[src/urmd_pkg.sv]
/*
  Shared constants and types for the serial channel register map decode.
  Assumes one host access at a time, on the shared channel clock.
*/
`default_nettype none
package urmd_pkg;

  // ----------------------------------------------------------------
  // Slot offsets within the 8-byte channel window
  // ----------------------------------------------------------------
  localparam logic [2:0] OFS_DATA = 3'h0;
  localparam logic [2:0] OFS_INT_EN = 3'h1;
  localparam logic [2:0] OFS_INT_STAT = 3'h2;
  localparam logic [2:0] OFS_LINE_FMT = 3'h3;
  localparam logic [2:0] OFS_MODEM_CTL = 3'h4;
  localparam logic [2:0] OFS_LINE_STAT = 3'h5;
  localparam logic [2:0] OFS_MODEM_STAT = 3'h6;
  localparam logic [2:0] OFS_SCRATCH = 3'h7;

  // ----------------------------------------------------------------
  // Field positions, key values and reset values
  // ----------------------------------------------------------------
  localparam logic [7:0] UNLOCK_VAL = 8'hBF;
  localparam int DLAB_BIT = 7;
  localparam int NINTH_TX_BIT = 0;
  localparam int NINTH_RX_BIT = 2;
  localparam logic [7:0] RST_LINE_FMT = 8'h00;
  localparam logic [7:0] RST_INT_EN = 8'h00;
  localparam logic [7:0] RST_MODEM_CTL = 8'h00;
  localparam logic [7:0] RST_SCRATCH = 8'h00;
  localparam logic [7:0] RST_DIVISOR = 8'h00;

  // ----------------------------------------------------------------
  // Register selected by one access
  // ----------------------------------------------------------------
  typedef enum logic [3:0] {
    SEL_NONE = 4'h0,
    SEL_RX_HOLD = 4'h1,
    SEL_TX_HOLD = 4'h2,
    SEL_DIV_LOW = 4'h3,
    SEL_DIV_HIGH = 4'h4,
    SEL_INT_EN = 4'h5,
    SEL_INT_STAT = 4'h6,
    SEL_FIFO_CTL = 4'h7,
    SEL_LINE_FMT = 4'h8,
    SEL_MODEM_CTL = 4'h9,
    SEL_LINE_STAT = 4'hA,
    SEL_MODEM_STAT = 4'hB,
    SEL_SCRATCH = 4'hC,
    SEL_ENH_SET = 4'hD,
    SEL_STATUS_950 = 4'hE,
    SEL_INDEXED = 4'hF
  } urmd_sel_t;

  // Live state from the rest of the channel
  typedef struct packed {
    logic [7:0] rx_data;
    logic int_pending;
    logic [2:0] int_prio;
    logic [1:0] int_prio_enh;
    logic fifo_enabled;
    logic enhanced;
    logic nine_bit;
    logic [7:0] line_stat;
    logic rx_ninth;
    logic [7:0] modem_stat;
    logic [7:0] add_stat;
    logic [7:0] rx_level;
    logic [7:0] tx_level;
    logic [7:0] indexed_rdata;
    logic [7:0] enh_features;
    logic [7:0] xon1;
    logic [7:0] xon2;
    logic [7:0] xoff1;
    logic [7:0] xoff2;
    logic status_950_en;
    logic indexed_rd_en;
  } urmd_stat_t;

endpackage
`default_nettype wire

[src/urmd_top.sv]
/*
  Register map decode for one serial channel: selects the register behind
  each of the eight slots and holds the locally stored control bytes.
  Assumes strobes, offset and status come from logic on CLK_IN, and that
  the FIFOs, 650/950 sets and indexed set live outside and take strobes.
*/
`timescale 1ns/1ns
`default_nettype none

module urmd_top (
  // Clock and reset
  input wire logic CLK_IN,
  input wire logic RESETN_IN,
  // Host access
  input wire logic RD_IN,
  input wire logic WR_IN,
  input wire logic [2:0] ADDR_IN,
  input wire logic [7:0] WDATA_IN,
  output logic [7:0] RDATA_OUT,
  output logic RVALID_OUT,
  // Channel status
  input wire urmd_pkg::urmd_stat_t STAT_IN,
  // Strobes to outside registers
  output logic EXT_WR_OUT,
  output logic EXT_RD_OUT,
  output urmd_pkg::urmd_sel_t EXT_SEL_OUT,
  output logic [2:0] EXT_ADDR_OUT,
  output logic [7:0] EXT_WDATA_OUT,
  // Stored control
  output logic [7:0] LINE_FORMAT_CONTROL_OUT,
  output logic [7:0] INTERRUPT_ENABLE_REG_OUT,
  output logic [7:0] MODEM_CONTROL_REG_OUT,
  output logic [15:0] DIVISOR_OUT,
  output logic [7:0] SCRATCH_AND_INDEX_OUT,
  output logic UNLOCK_OUT,
  output logic TX_NINTH_OUT
);

  // ----------------------------------------------------------------
  // Decode
  // ----------------------------------------------------------------
  // Priority: unlock, divisor access, read overlays, then the plain map
  function automatic urmd_pkg::urmd_sel_t decode(
    input logic [2:0] a,
    input logic rd,
    input logic dlab,
    input logic unl,
    input logic st950,
    input logic idx_rd
  );
    urmd_pkg::urmd_sel_t s;
    s = urmd_pkg::SEL_NONE;
    if (unl && a != urmd_pkg::OFS_DATA && a != urmd_pkg::OFS_INT_EN &&
        a != urmd_pkg::OFS_LINE_FMT) begin
      s = urmd_pkg::SEL_ENH_SET;
    end else if (dlab && a == urmd_pkg::OFS_DATA) begin
      s = urmd_pkg::SEL_DIV_LOW;
    end else if (dlab && a == urmd_pkg::OFS_INT_EN) begin
      s = urmd_pkg::SEL_DIV_HIGH;
    end else if (rd && st950 && (a == urmd_pkg::OFS_INT_EN ||
                 a == urmd_pkg::OFS_LINE_FMT || a == urmd_pkg::OFS_MODEM_CTL)) begin
      s = urmd_pkg::SEL_STATUS_950;
    end else if (rd && idx_rd && a == urmd_pkg::OFS_LINE_STAT) begin
      s = urmd_pkg::SEL_INDEXED;
    end else begin
      case (a)
        urmd_pkg::OFS_DATA: s = rd ? urmd_pkg::SEL_RX_HOLD : urmd_pkg::SEL_TX_HOLD;
        urmd_pkg::OFS_INT_EN: s = urmd_pkg::SEL_INT_EN;
        urmd_pkg::OFS_INT_STAT: s = rd ? urmd_pkg::SEL_INT_STAT : urmd_pkg::SEL_FIFO_CTL;
        urmd_pkg::OFS_LINE_FMT: s = urmd_pkg::SEL_LINE_FMT;
        urmd_pkg::OFS_MODEM_CTL: s = urmd_pkg::SEL_MODEM_CTL;
        // Writes to the status slot reach the indexed set through the index
        urmd_pkg::OFS_LINE_STAT: s = rd ? urmd_pkg::SEL_LINE_STAT : urmd_pkg::SEL_INDEXED;
        urmd_pkg::OFS_MODEM_STAT: s = rd ? urmd_pkg::SEL_MODEM_STAT : urmd_pkg::SEL_NONE;
        urmd_pkg::OFS_SCRATCH: s = urmd_pkg::SEL_SCRATCH;
        default: s = urmd_pkg::SEL_NONE;
      endcase
    end
    return s;
  endfunction

  logic [7:0] line_fmt_q;
  logic unlock_q;
  logic [7:0] int_en_q;
  logic [7:0] modem_ctl_q;
  logic [7:0] scratch_q;
  logic [7:0] div_low_q;
  logic [7:0] div_high_q;
  logic [7:0] rdata_q;
  logic rvalid_q;
  logic ext_wr_q;
  logic ext_rd_q;
  urmd_pkg::urmd_sel_t ext_sel_q;
  logic [2:0] ext_addr_q;
  logic [7:0] ext_wdata_q;
  urmd_pkg::urmd_sel_t rd_sel;
  urmd_pkg::urmd_sel_t wr_sel;
  logic [7:0] rd_mux;
  logic dlab;

  assign dlab = line_fmt_q[urmd_pkg::DLAB_BIT];
  assign rd_sel = decode(ADDR_IN, 1'b1, dlab, unlock_q, STAT_IN.status_950_en,
                         STAT_IN.indexed_rd_en);
  assign wr_sel = decode(ADDR_IN, 1'b0, dlab, unlock_q, STAT_IN.status_950_en,
                         STAT_IN.indexed_rd_en);

  // ----------------------------------------------------------------
  // Read data selection
  // ----------------------------------------------------------------
  always_comb begin
    rd_mux = 8'h00;
    case (rd_sel)
      urmd_pkg::SEL_RX_HOLD: rd_mux = STAT_IN.rx_data;
      urmd_pkg::SEL_DIV_LOW: rd_mux = div_low_q;
      urmd_pkg::SEL_DIV_HIGH: rd_mux = div_high_q;
      urmd_pkg::SEL_INT_EN: rd_mux = int_en_q;
      urmd_pkg::SEL_INT_STAT: begin
        // Enhanced priority bits read zero outside enhanced mode
        rd_mux = {{2{STAT_IN.fifo_enabled}},
                  STAT_IN.enhanced ? STAT_IN.int_prio_enh : 2'h0,
                  STAT_IN.int_prio, STAT_IN.int_pending};
      end
      urmd_pkg::SEL_LINE_FMT: rd_mux = line_fmt_q;
      urmd_pkg::SEL_MODEM_CTL: rd_mux = modem_ctl_q;
      urmd_pkg::SEL_LINE_STAT: begin
        rd_mux = STAT_IN.line_stat;
        if (STAT_IN.nine_bit) begin
          rd_mux[urmd_pkg::NINTH_RX_BIT] = STAT_IN.rx_ninth;
        end
      end
      urmd_pkg::SEL_MODEM_STAT: rd_mux = STAT_IN.modem_stat;
      urmd_pkg::SEL_SCRATCH: rd_mux = scratch_q;
      urmd_pkg::SEL_INDEXED: rd_mux = STAT_IN.indexed_rdata;
      urmd_pkg::SEL_STATUS_950: begin
        case (ADDR_IN)
          urmd_pkg::OFS_INT_EN: rd_mux = STAT_IN.add_stat;
          urmd_pkg::OFS_LINE_FMT: rd_mux = STAT_IN.rx_level;
          default: rd_mux = STAT_IN.tx_level;
        endcase
      end
      urmd_pkg::SEL_ENH_SET: begin
        case (ADDR_IN)
          urmd_pkg::OFS_INT_STAT: rd_mux = STAT_IN.enh_features;
          urmd_pkg::OFS_MODEM_CTL: rd_mux = STAT_IN.xon1;
          urmd_pkg::OFS_LINE_STAT: rd_mux = STAT_IN.xon2;
          urmd_pkg::OFS_MODEM_STAT: rd_mux = STAT_IN.xoff1;
          default: rd_mux = STAT_IN.xoff2;
        endcase
      end
      default: rd_mux = 8'h00;
    endcase
  end

  // ----------------------------------------------------------------
  // Host answer
  // ----------------------------------------------------------------
  always_ff @(posedge CLK_IN or negedge RESETN_IN) begin
    if (!RESETN_IN) begin
      rdata_q <= 8'h00;
      rvalid_q <= 1'b0;
    end else begin
      rvalid_q <= RD_IN;
      if (RD_IN) begin
        rdata_q <= rd_mux;
      end
    end
  end

  // ----------------------------------------------------------------
  // Line format and unlock
  // ----------------------------------------------------------------
  always_ff @(posedge CLK_IN or negedge RESETN_IN) begin
    if (!RESETN_IN) begin
      line_fmt_q <= urmd_pkg::RST_LINE_FMT;
      unlock_q <= 1'b0;
    end else if (WR_IN && wr_sel == urmd_pkg::SEL_LINE_FMT) begin
      if (WDATA_IN == urmd_pkg::UNLOCK_VAL) begin
        // Character format must not glitch while the 650 set is open
        line_fmt_q[urmd_pkg::DLAB_BIT] <= 1'b1;
        unlock_q <= 1'b1;
      end else begin
        line_fmt_q <= WDATA_IN;
        unlock_q <= 1'b0;
      end
    end
  end

  // ----------------------------------------------------------------
  // Locally stored bytes
  // ----------------------------------------------------------------
  always_ff @(posedge CLK_IN or negedge RESETN_IN) begin
    if (!RESETN_IN) begin
      int_en_q <= urmd_pkg::RST_INT_EN;
      modem_ctl_q <= urmd_pkg::RST_MODEM_CTL;
      scratch_q <= urmd_pkg::RST_SCRATCH;
      div_low_q <= urmd_pkg::RST_DIVISOR;
      div_high_q <= urmd_pkg::RST_DIVISOR;
    end else if (WR_IN) begin
      case (wr_sel)
        urmd_pkg::SEL_INT_EN: int_en_q <= WDATA_IN;
        urmd_pkg::SEL_MODEM_CTL: modem_ctl_q <= WDATA_IN;
        urmd_pkg::SEL_SCRATCH: scratch_q <= WDATA_IN;
        urmd_pkg::SEL_DIV_LOW: div_low_q <= WDATA_IN;
        urmd_pkg::SEL_DIV_HIGH: div_high_q <= WDATA_IN;
        default: int_en_q <= int_en_q;
      endcase
    end
  end

  // ----------------------------------------------------------------
  // Strobes to outside registers
  // ----------------------------------------------------------------
  // Reads strobe too, so the FIFO pops and status clears happen on read
  always_ff @(posedge CLK_IN or negedge RESETN_IN) begin
    if (!RESETN_IN) begin
      ext_wr_q <= 1'b0;
      ext_rd_q <= 1'b0;
      ext_sel_q <= urmd_pkg::SEL_NONE;
      ext_addr_q <= 3'h0;
      ext_wdata_q <= 8'h00;
    end else begin
      ext_wr_q <= WR_IN && (wr_sel == urmd_pkg::SEL_TX_HOLD ||
                  wr_sel == urmd_pkg::SEL_FIFO_CTL || wr_sel == urmd_pkg::SEL_ENH_SET ||
                  wr_sel == urmd_pkg::SEL_INDEXED);
      ext_rd_q <= RD_IN && !WR_IN;
      if (WR_IN) begin
        ext_sel_q <= wr_sel;
        ext_addr_q <= ADDR_IN;
        ext_wdata_q <= WDATA_IN;
      end else if (RD_IN) begin
        ext_sel_q <= rd_sel;
        ext_addr_q <= ADDR_IN;
      end
    end
  end

  assign RDATA_OUT = rdata_q;
  assign RVALID_OUT = rvalid_q;
  assign EXT_WR_OUT = ext_wr_q;
  assign EXT_RD_OUT = ext_rd_q;
  assign EXT_SEL_OUT = ext_sel_q;
  assign EXT_ADDR_OUT = ext_addr_q;
  assign EXT_WDATA_OUT = ext_wdata_q;
  assign LINE_FORMAT_CONTROL_OUT = line_fmt_q;
  assign INTERRUPT_ENABLE_REG_OUT = int_en_q;
  assign MODEM_CONTROL_REG_OUT = modem_ctl_q;
  assign DIVISOR_OUT = {div_high_q, div_low_q};
  assign SCRATCH_AND_INDEX_OUT = scratch_q;
  assign UNLOCK_OUT = unlock_q;
  assign TX_NINTH_OUT = scratch_q[urmd_pkg::NINTH_TX_BIT];
endmodule
`default_nettype wire

[config.mk]
export PLATFORM = sky130hd
export DESIGN_NAME = urmd_top
export DESIGN_NICKNAME = d
export VERILOG_FILES = /design/src/urmd_pkg.sv /design/src/urmd_top.sv
export SDC_FILE = /design/constraint.sdc
export NUM_CORES = 1
export LEC_CHECK = 0
export BUFFER_PORTS_ARGS = -buffer_cell sky130_fd_sc_hd__buf_2
export CAP_MARGIN = 40
export CORE_AREA = 3 3 103 105
export CTS_BUF_LIST = sky130_fd_sc_hd__clkbuf_8
export CTS_CLUSTER_SIZE = 20
export DETAILED_ROUTE_END_ITERATION = 8
export DIE_AREA = 0 0 106 108
export MAX_ROUTING_LAYER = met4
export PLACE_DENSITY_LB_ADDON = 0.08
export SLEW_MARGIN = 20
export SYNTH_ARGS = -nofsm -noshare
export SYNTH_HDL_FRONTEND = slang
export SYNTH_SLANG_ARGS = --single-unit
[constraint.sdc]
create_clock -name CLK_IN -period 3.5 [get_ports CLK_IN]
set_clock_uncertainty 0.2 [all_clocks]
set_input_delay 0.7 -clock CLK_IN [delete_from_list [all_inputs] [get_ports CLK_IN]]
set_output_delay 0.7 -clock CLK_IN [all_outputs]
set_load 0.02 [all_outputs]
After elaboration in Yosys (flattened, before gate mapping)
Memories as Yosys holds them, arrays and structs flattened. Cells that the tools add are included.

Bits in latches: 0. Memories kept: 2. RAM bits: 0. Word-level logic and storage cells: 94. Register bits after elaboration: 75. ROM bits: 64. Output and inout port bits: 76.

Memory list: (no name shown) (depth 8, bits a word 4, rd ports 1, clocked after Yosys merged registers in 0, write ports 0, line urmd_top.sv:66) `case (a)`; (no name shown) (depth 8, bits a word 4, rd ports 1, clocked after Yosys merged registers in 0, write ports 0, line urmd_top.sv:66).

Equal/unequal tests: 32. Div/mod/pow operators: 0. Magnitude comparators: 0. Add/subtract/negate cells: 0. Multipliers: 0. Bitwise logic cells: 1. Shift operators: 0. Reduce and logical (&&, ||, !) cells: 25. Mux-type cells: 19.

Operators by type and width (number): 8-bit one-hot mux with 13 select lines (1); 4-bit == test (second input constant) (13); 4-bit two-way mux (10); 8-bit one-hot mux with 4 select lines (1); 4-bit by 3-bit == test with 1-bit output (second input constant) (6); 8-bit one-hot mux with 2 select lines (1); 4-bit by 2-bit == test with 1-bit output (second input constant) (3); 2-bit AND reduction (6); 1-bit logical AND (10); 3-bit == test (second input constant) (3); 8-bit == test (second input constant) (1); 3-bit by 2-bit == test with 1-bit output (second input constant) (2); 3-bit two-way mux (2); 1-bit logical OR (5); 4-bit by 1-bit == test with 1-bit output (second input constant) (1); 3-bit by 1-bit == test with 1-bit output (second input constant) (1); 3-bit logical NOT (1); 1-bit two-way mux (3); 3-bit by 1-bit inequality test with 1-bit output (second input constant) (1); 3-bit by 2-bit inequality test with 1-bit output (second input constant) (1); 3-bit nonzero test (1); 2-bit two-way mux (1); 2-bit nonzero test (1); 1-bit logical NOT (1); 1-bit NOT (1).

Depth between registers and ports, before layout
Depth in word-level cells: 10. Depth in mapped cells: 12. Depth with buffers taken out: 9.

Worst setup path before layout
OpenSTA, ideal clock, no wires.

Path kind: input-to-reg. Start point: input port ADDR_IN[0]. End point: register modem_ctl_q[0] (netlist: MODEM_CONTROL_REG_OUT[0]). Library setup time: 125 ps. Arrival time: 2806 ps. Path buffers: 2. Stages on the path: 10. Slack: 369 ps. Cells stage by stage: inv_1 -> ha_1 -> buf_6 -> or4b_4 -> and3_4 -> nand2_4 -> nand2_2 -> or3_1 -> buf_4 -> mux2_4.

Longest elaborated chain between the ends: 7.

Ends and longest elaborated chain: from (decl) (line urmd_top.sv:17) `input wire logic [2:0] ADDR_IN,`; branches (longest 4 deep; another with memory read 8 x 4 bit); 4-bit two-way mux (*) (line urmd_top.sv:53) `if (unl && a != urmd_pkg::OFS_DATA && a != urmd_pkg::OFS_INT_EN &&`; 4-bit == test (*) (line urmd_top.sv:199) `case (wr_sel)`; 2-bit AND reduction (no source line) (*); to (signal assigned) (line urmd_top.sv:194) `modem_ctl_q <= urmd_pkg::RST_MODEM_CTL;`; to (decl) (line urmd_top.sv:85) `logic [7:0] modem_ctl_q;`.

Mark *: on every way between the ends. A chain may end at the register's enable or synchronous reset.

Worst setup path in the final report
Start point: input port ADDR_IN[1]. End point: register rdata_q[1] (netlist: RDATA_OUT[1]).

Longest elaborated chain between the ends: 10.

Ends and longest elaborated chain: branches (longest 9 deep; another with memory read 8 x 4 bit); 8-bit one-hot mux with 13 select lines (*) (line urmd_top.sv:112) `case (rd_sel)`; to (signal assigned) (line urmd_top.sv:164) `rdata_q <= rd_mux;`; to (decl) (line urmd_top.sv:89) `logic [7:0] rdata_q;`.

Marked as above.

==> metrics.cfg <==
[die]
initial_utilization=0.507
core_area_sq_um=9730
die_area_sq_um=11400
core.rowCount=36
io_pins=199
die_w_um=106
die_y_um=108

[synth]
avgSynthCellArea_sq_um=10.2
synth_area_sq_um=4930
async_reset_ff_frac=1.00
synthTopCellsByArea=dfrtp_1 (38%), mux2_2 (11%), a22oi_1 (3.2%), nand2_1 (3.2%), a21oi_1 (2.6%)
ys_seq_area_frac=0.381
yosys_warnings=0
syn_nets=611
synth_most_common_cell=dfrtp_1
synth_top_area_cell=dfrtp_1
synth-seq-cells=75
synth.distinct_cells=82
ys.flop_type=dfrtp_1
synth-edff-count=0
syn_inst=484
synth.top_cells.by_count=dfrtp_1 (75), mux2_2 (49), nand2_1 (42), a21oi_1 (26), nor2_1 (26)
netlist.area_leader.share=0.381

[critical_path]
critPathMaxFanout=11
cp_cell_sequence=buf_2 -> inv_1 -> ha_1 -> buf_4 -> or4b_4 -> and2_1 -> o31a_1 -> or2_2 -> buf_4 -> o22a_1 -> a32oi_1
slowest_delay_ns=0.55
slowest_stage=or4b_4
end_kind=register
critPathBufInv=4
worstPathArrival_ns=3.33
critPathTopFamily=simple AND/OR/NAND/NOR gates
crit_top_cell=buf_4
criticalPathCategory=in -> reg
start_kind=input pin
cp.required_ns=3.57

[route]
first_iter_violations=505
ant_nets=0
wirelength_mm=19.5
drc=0
viasPerCell=6.05
dr.pass1.iters=5
wl_per_cell_um=22.3
vias=5309

[power_and_ir_drop]
irDropWorstVdd_mv=0.506
power.leakage_nw=3.29
p_per_area_nw_per_um2=603

[clock_tree]
cts_resized=0
cts_max_level=3
root_buffer=clkbuf_8
worstSkewPairLatency_ns=0.36
cts_tree=yes
cts_buffers=9
clkSinkCount=75
cts_setup_buffers=0
cts_hold_buffers=0
clkSlewWorstSetupHoldPaths_ns=0.09
ctsLongestPathBuffers=2

[global_route]
antenna_found_initial=0
grt_pass1_vias=5459
grt.overflow.total=0
grt_usage=0.352
grt_max_degree=56
grt_pass1_wl_mm=29.8

[placement]
io_buffers=198
detailed_place_hpwl_mm=15.6
finalWeightedCongestion=0.967
place_ws_ns=-0.192

[sta]
worst_slew_pin_slew_ns=0.540
max_clock_freq_mhz=306
setup_violations=0
rsz0062_at_grt=false
fin_crit_ns=3.27
finalWorstSetupSlack_ns=0.234
hold_viol_final=0
slew-limit-headroom=0.640
finalSetupTns_ns=0
post-route-period-util=0.933
slew_violations=0

[run]
cap_violations=0

[worst_hold_path]
hp-class=in -> async

[final_layout]
antenna_cells=0
area_growth_pct=37.3
fin_nets=866
layout-drive-gt1-share=0.511
fillers=788

[run_status]
status=completed

-- layout by cell type (no fill, tap or decap), types with 9 or more instances in the layout --
master	count
a32oi_1	10
buf_4	67
dfrtp_1	75
clkbuf_8	9
a21oi_1	26
mux2_2	49
buf_2	197
nor3_1	12
nand2_1	42
a22oi_1	21
mux2i_1	12
o22ai_1	9
nor2_1	26
o21ai_0	20
nand3_1	17
-- logic make-up (layout without fill, tap and decap cells) --
family,count (synthesis),after routing,synth area share
adders and majority gates,4,4,0.0102
and+or+nand+nor,161,161,0.190
muxes,74,74,0.172
AOI/OAI and AO/OA,138,138,0.212
DFF,75,75,0.381
buffers and inverters,32,292,0.0348
-- power by group --
part / leakage [nW] / switching (mW) / total, mW / internal [mW]
combinational: 2.23 / 1.09 / 1.89 / 0.804
sequential: 0.942 / 0.281 / 1.43 / 1.15
clock: 0.115 / 0.357 / 0.758 / 0.401
total: 3.29 / 1.73 / 4.08 / 2.35
-- area by class of cell --
cell class,count,area [sq um],area share
inverters,7,26.3,0.00388
clock buffers,9,124,0.0183
multi-input cells,377,2890,0.426
repair buffers,269,1600,0.236
well taps,133,166,0.0246
flip-flops and latches,75,1880,0.277
clock inverters,7,91.3,0.0135
-- metal layers --
layer / wire (um) / global-route usage / vias up
li1: - / - / 2380
met1: 7970 / 0.452 / 2571
met2: 9200 / 0.559 / 314
met3: 1840 / 0.0734 / 44
met4: 505 / 0.119 / 0
met5: 0 / - / -
-- final timing paths --
kind                                            start                    endpoint  slack, ns  cells past startpoint
max                                        ADDR_IN[1]                RDATA_OUT[1]       0.23                     11
min                                         RESETN_IN                  EXT_RD_OUT       0.02                      1
max reg2reg                LINE_FORMAT_CONTROL_OUT[7]  LINE_FORMAT_CONTROL_OUT[3]       0.65                      7
min reg2reg                           EXT_ADDR_OUT[1]             EXT_ADDR_OUT[1]       0.29                      2
max in group asynchronous                   RESETN_IN            EXT_WDATA_OUT[2]       2.50                      2
min in group CLK_IN                   EXT_ADDR_OUT[1]             EXT_ADDR_OUT[1]       0.29                      2
-- registers in the layout, indices dropped and copies added (netlist names), 3 cells and up --
name / count
EXT_WDATA_OUT: 8
INTERRUPT_ENABLE_REG_OUT: 8
LINE_FORMAT_CONTROL_OUT: 8
MODEM_CONTROL_REG_OUT: 8
RDATA_OUT: 8
SCRATCH_AND_INDEX_OUT: 8
div_high_q: 8
div_low_q: 8
EXT_SEL_OUT: 4
EXT_ADDR_OUT: 3
-- metrics by stage --
step,std cells,instance area [sq um],hold WS (ns),util,power (mW)
4_1_cts,877,6760,0.0191,0.695,4.07
3_5_place_dp,861,6550,0.270,0.673,3.31
2_1_floorplan,484,4930,0.204,-,2.49
6_report,877,6770,0.0159,0.695,4.08
3_3_place_gp,860,6520,0.259,0.670,3.27
5_1_grt,877,6770,0.0250,0.695,4.28
Note: power is estimated with default switching activity, not from simulation.
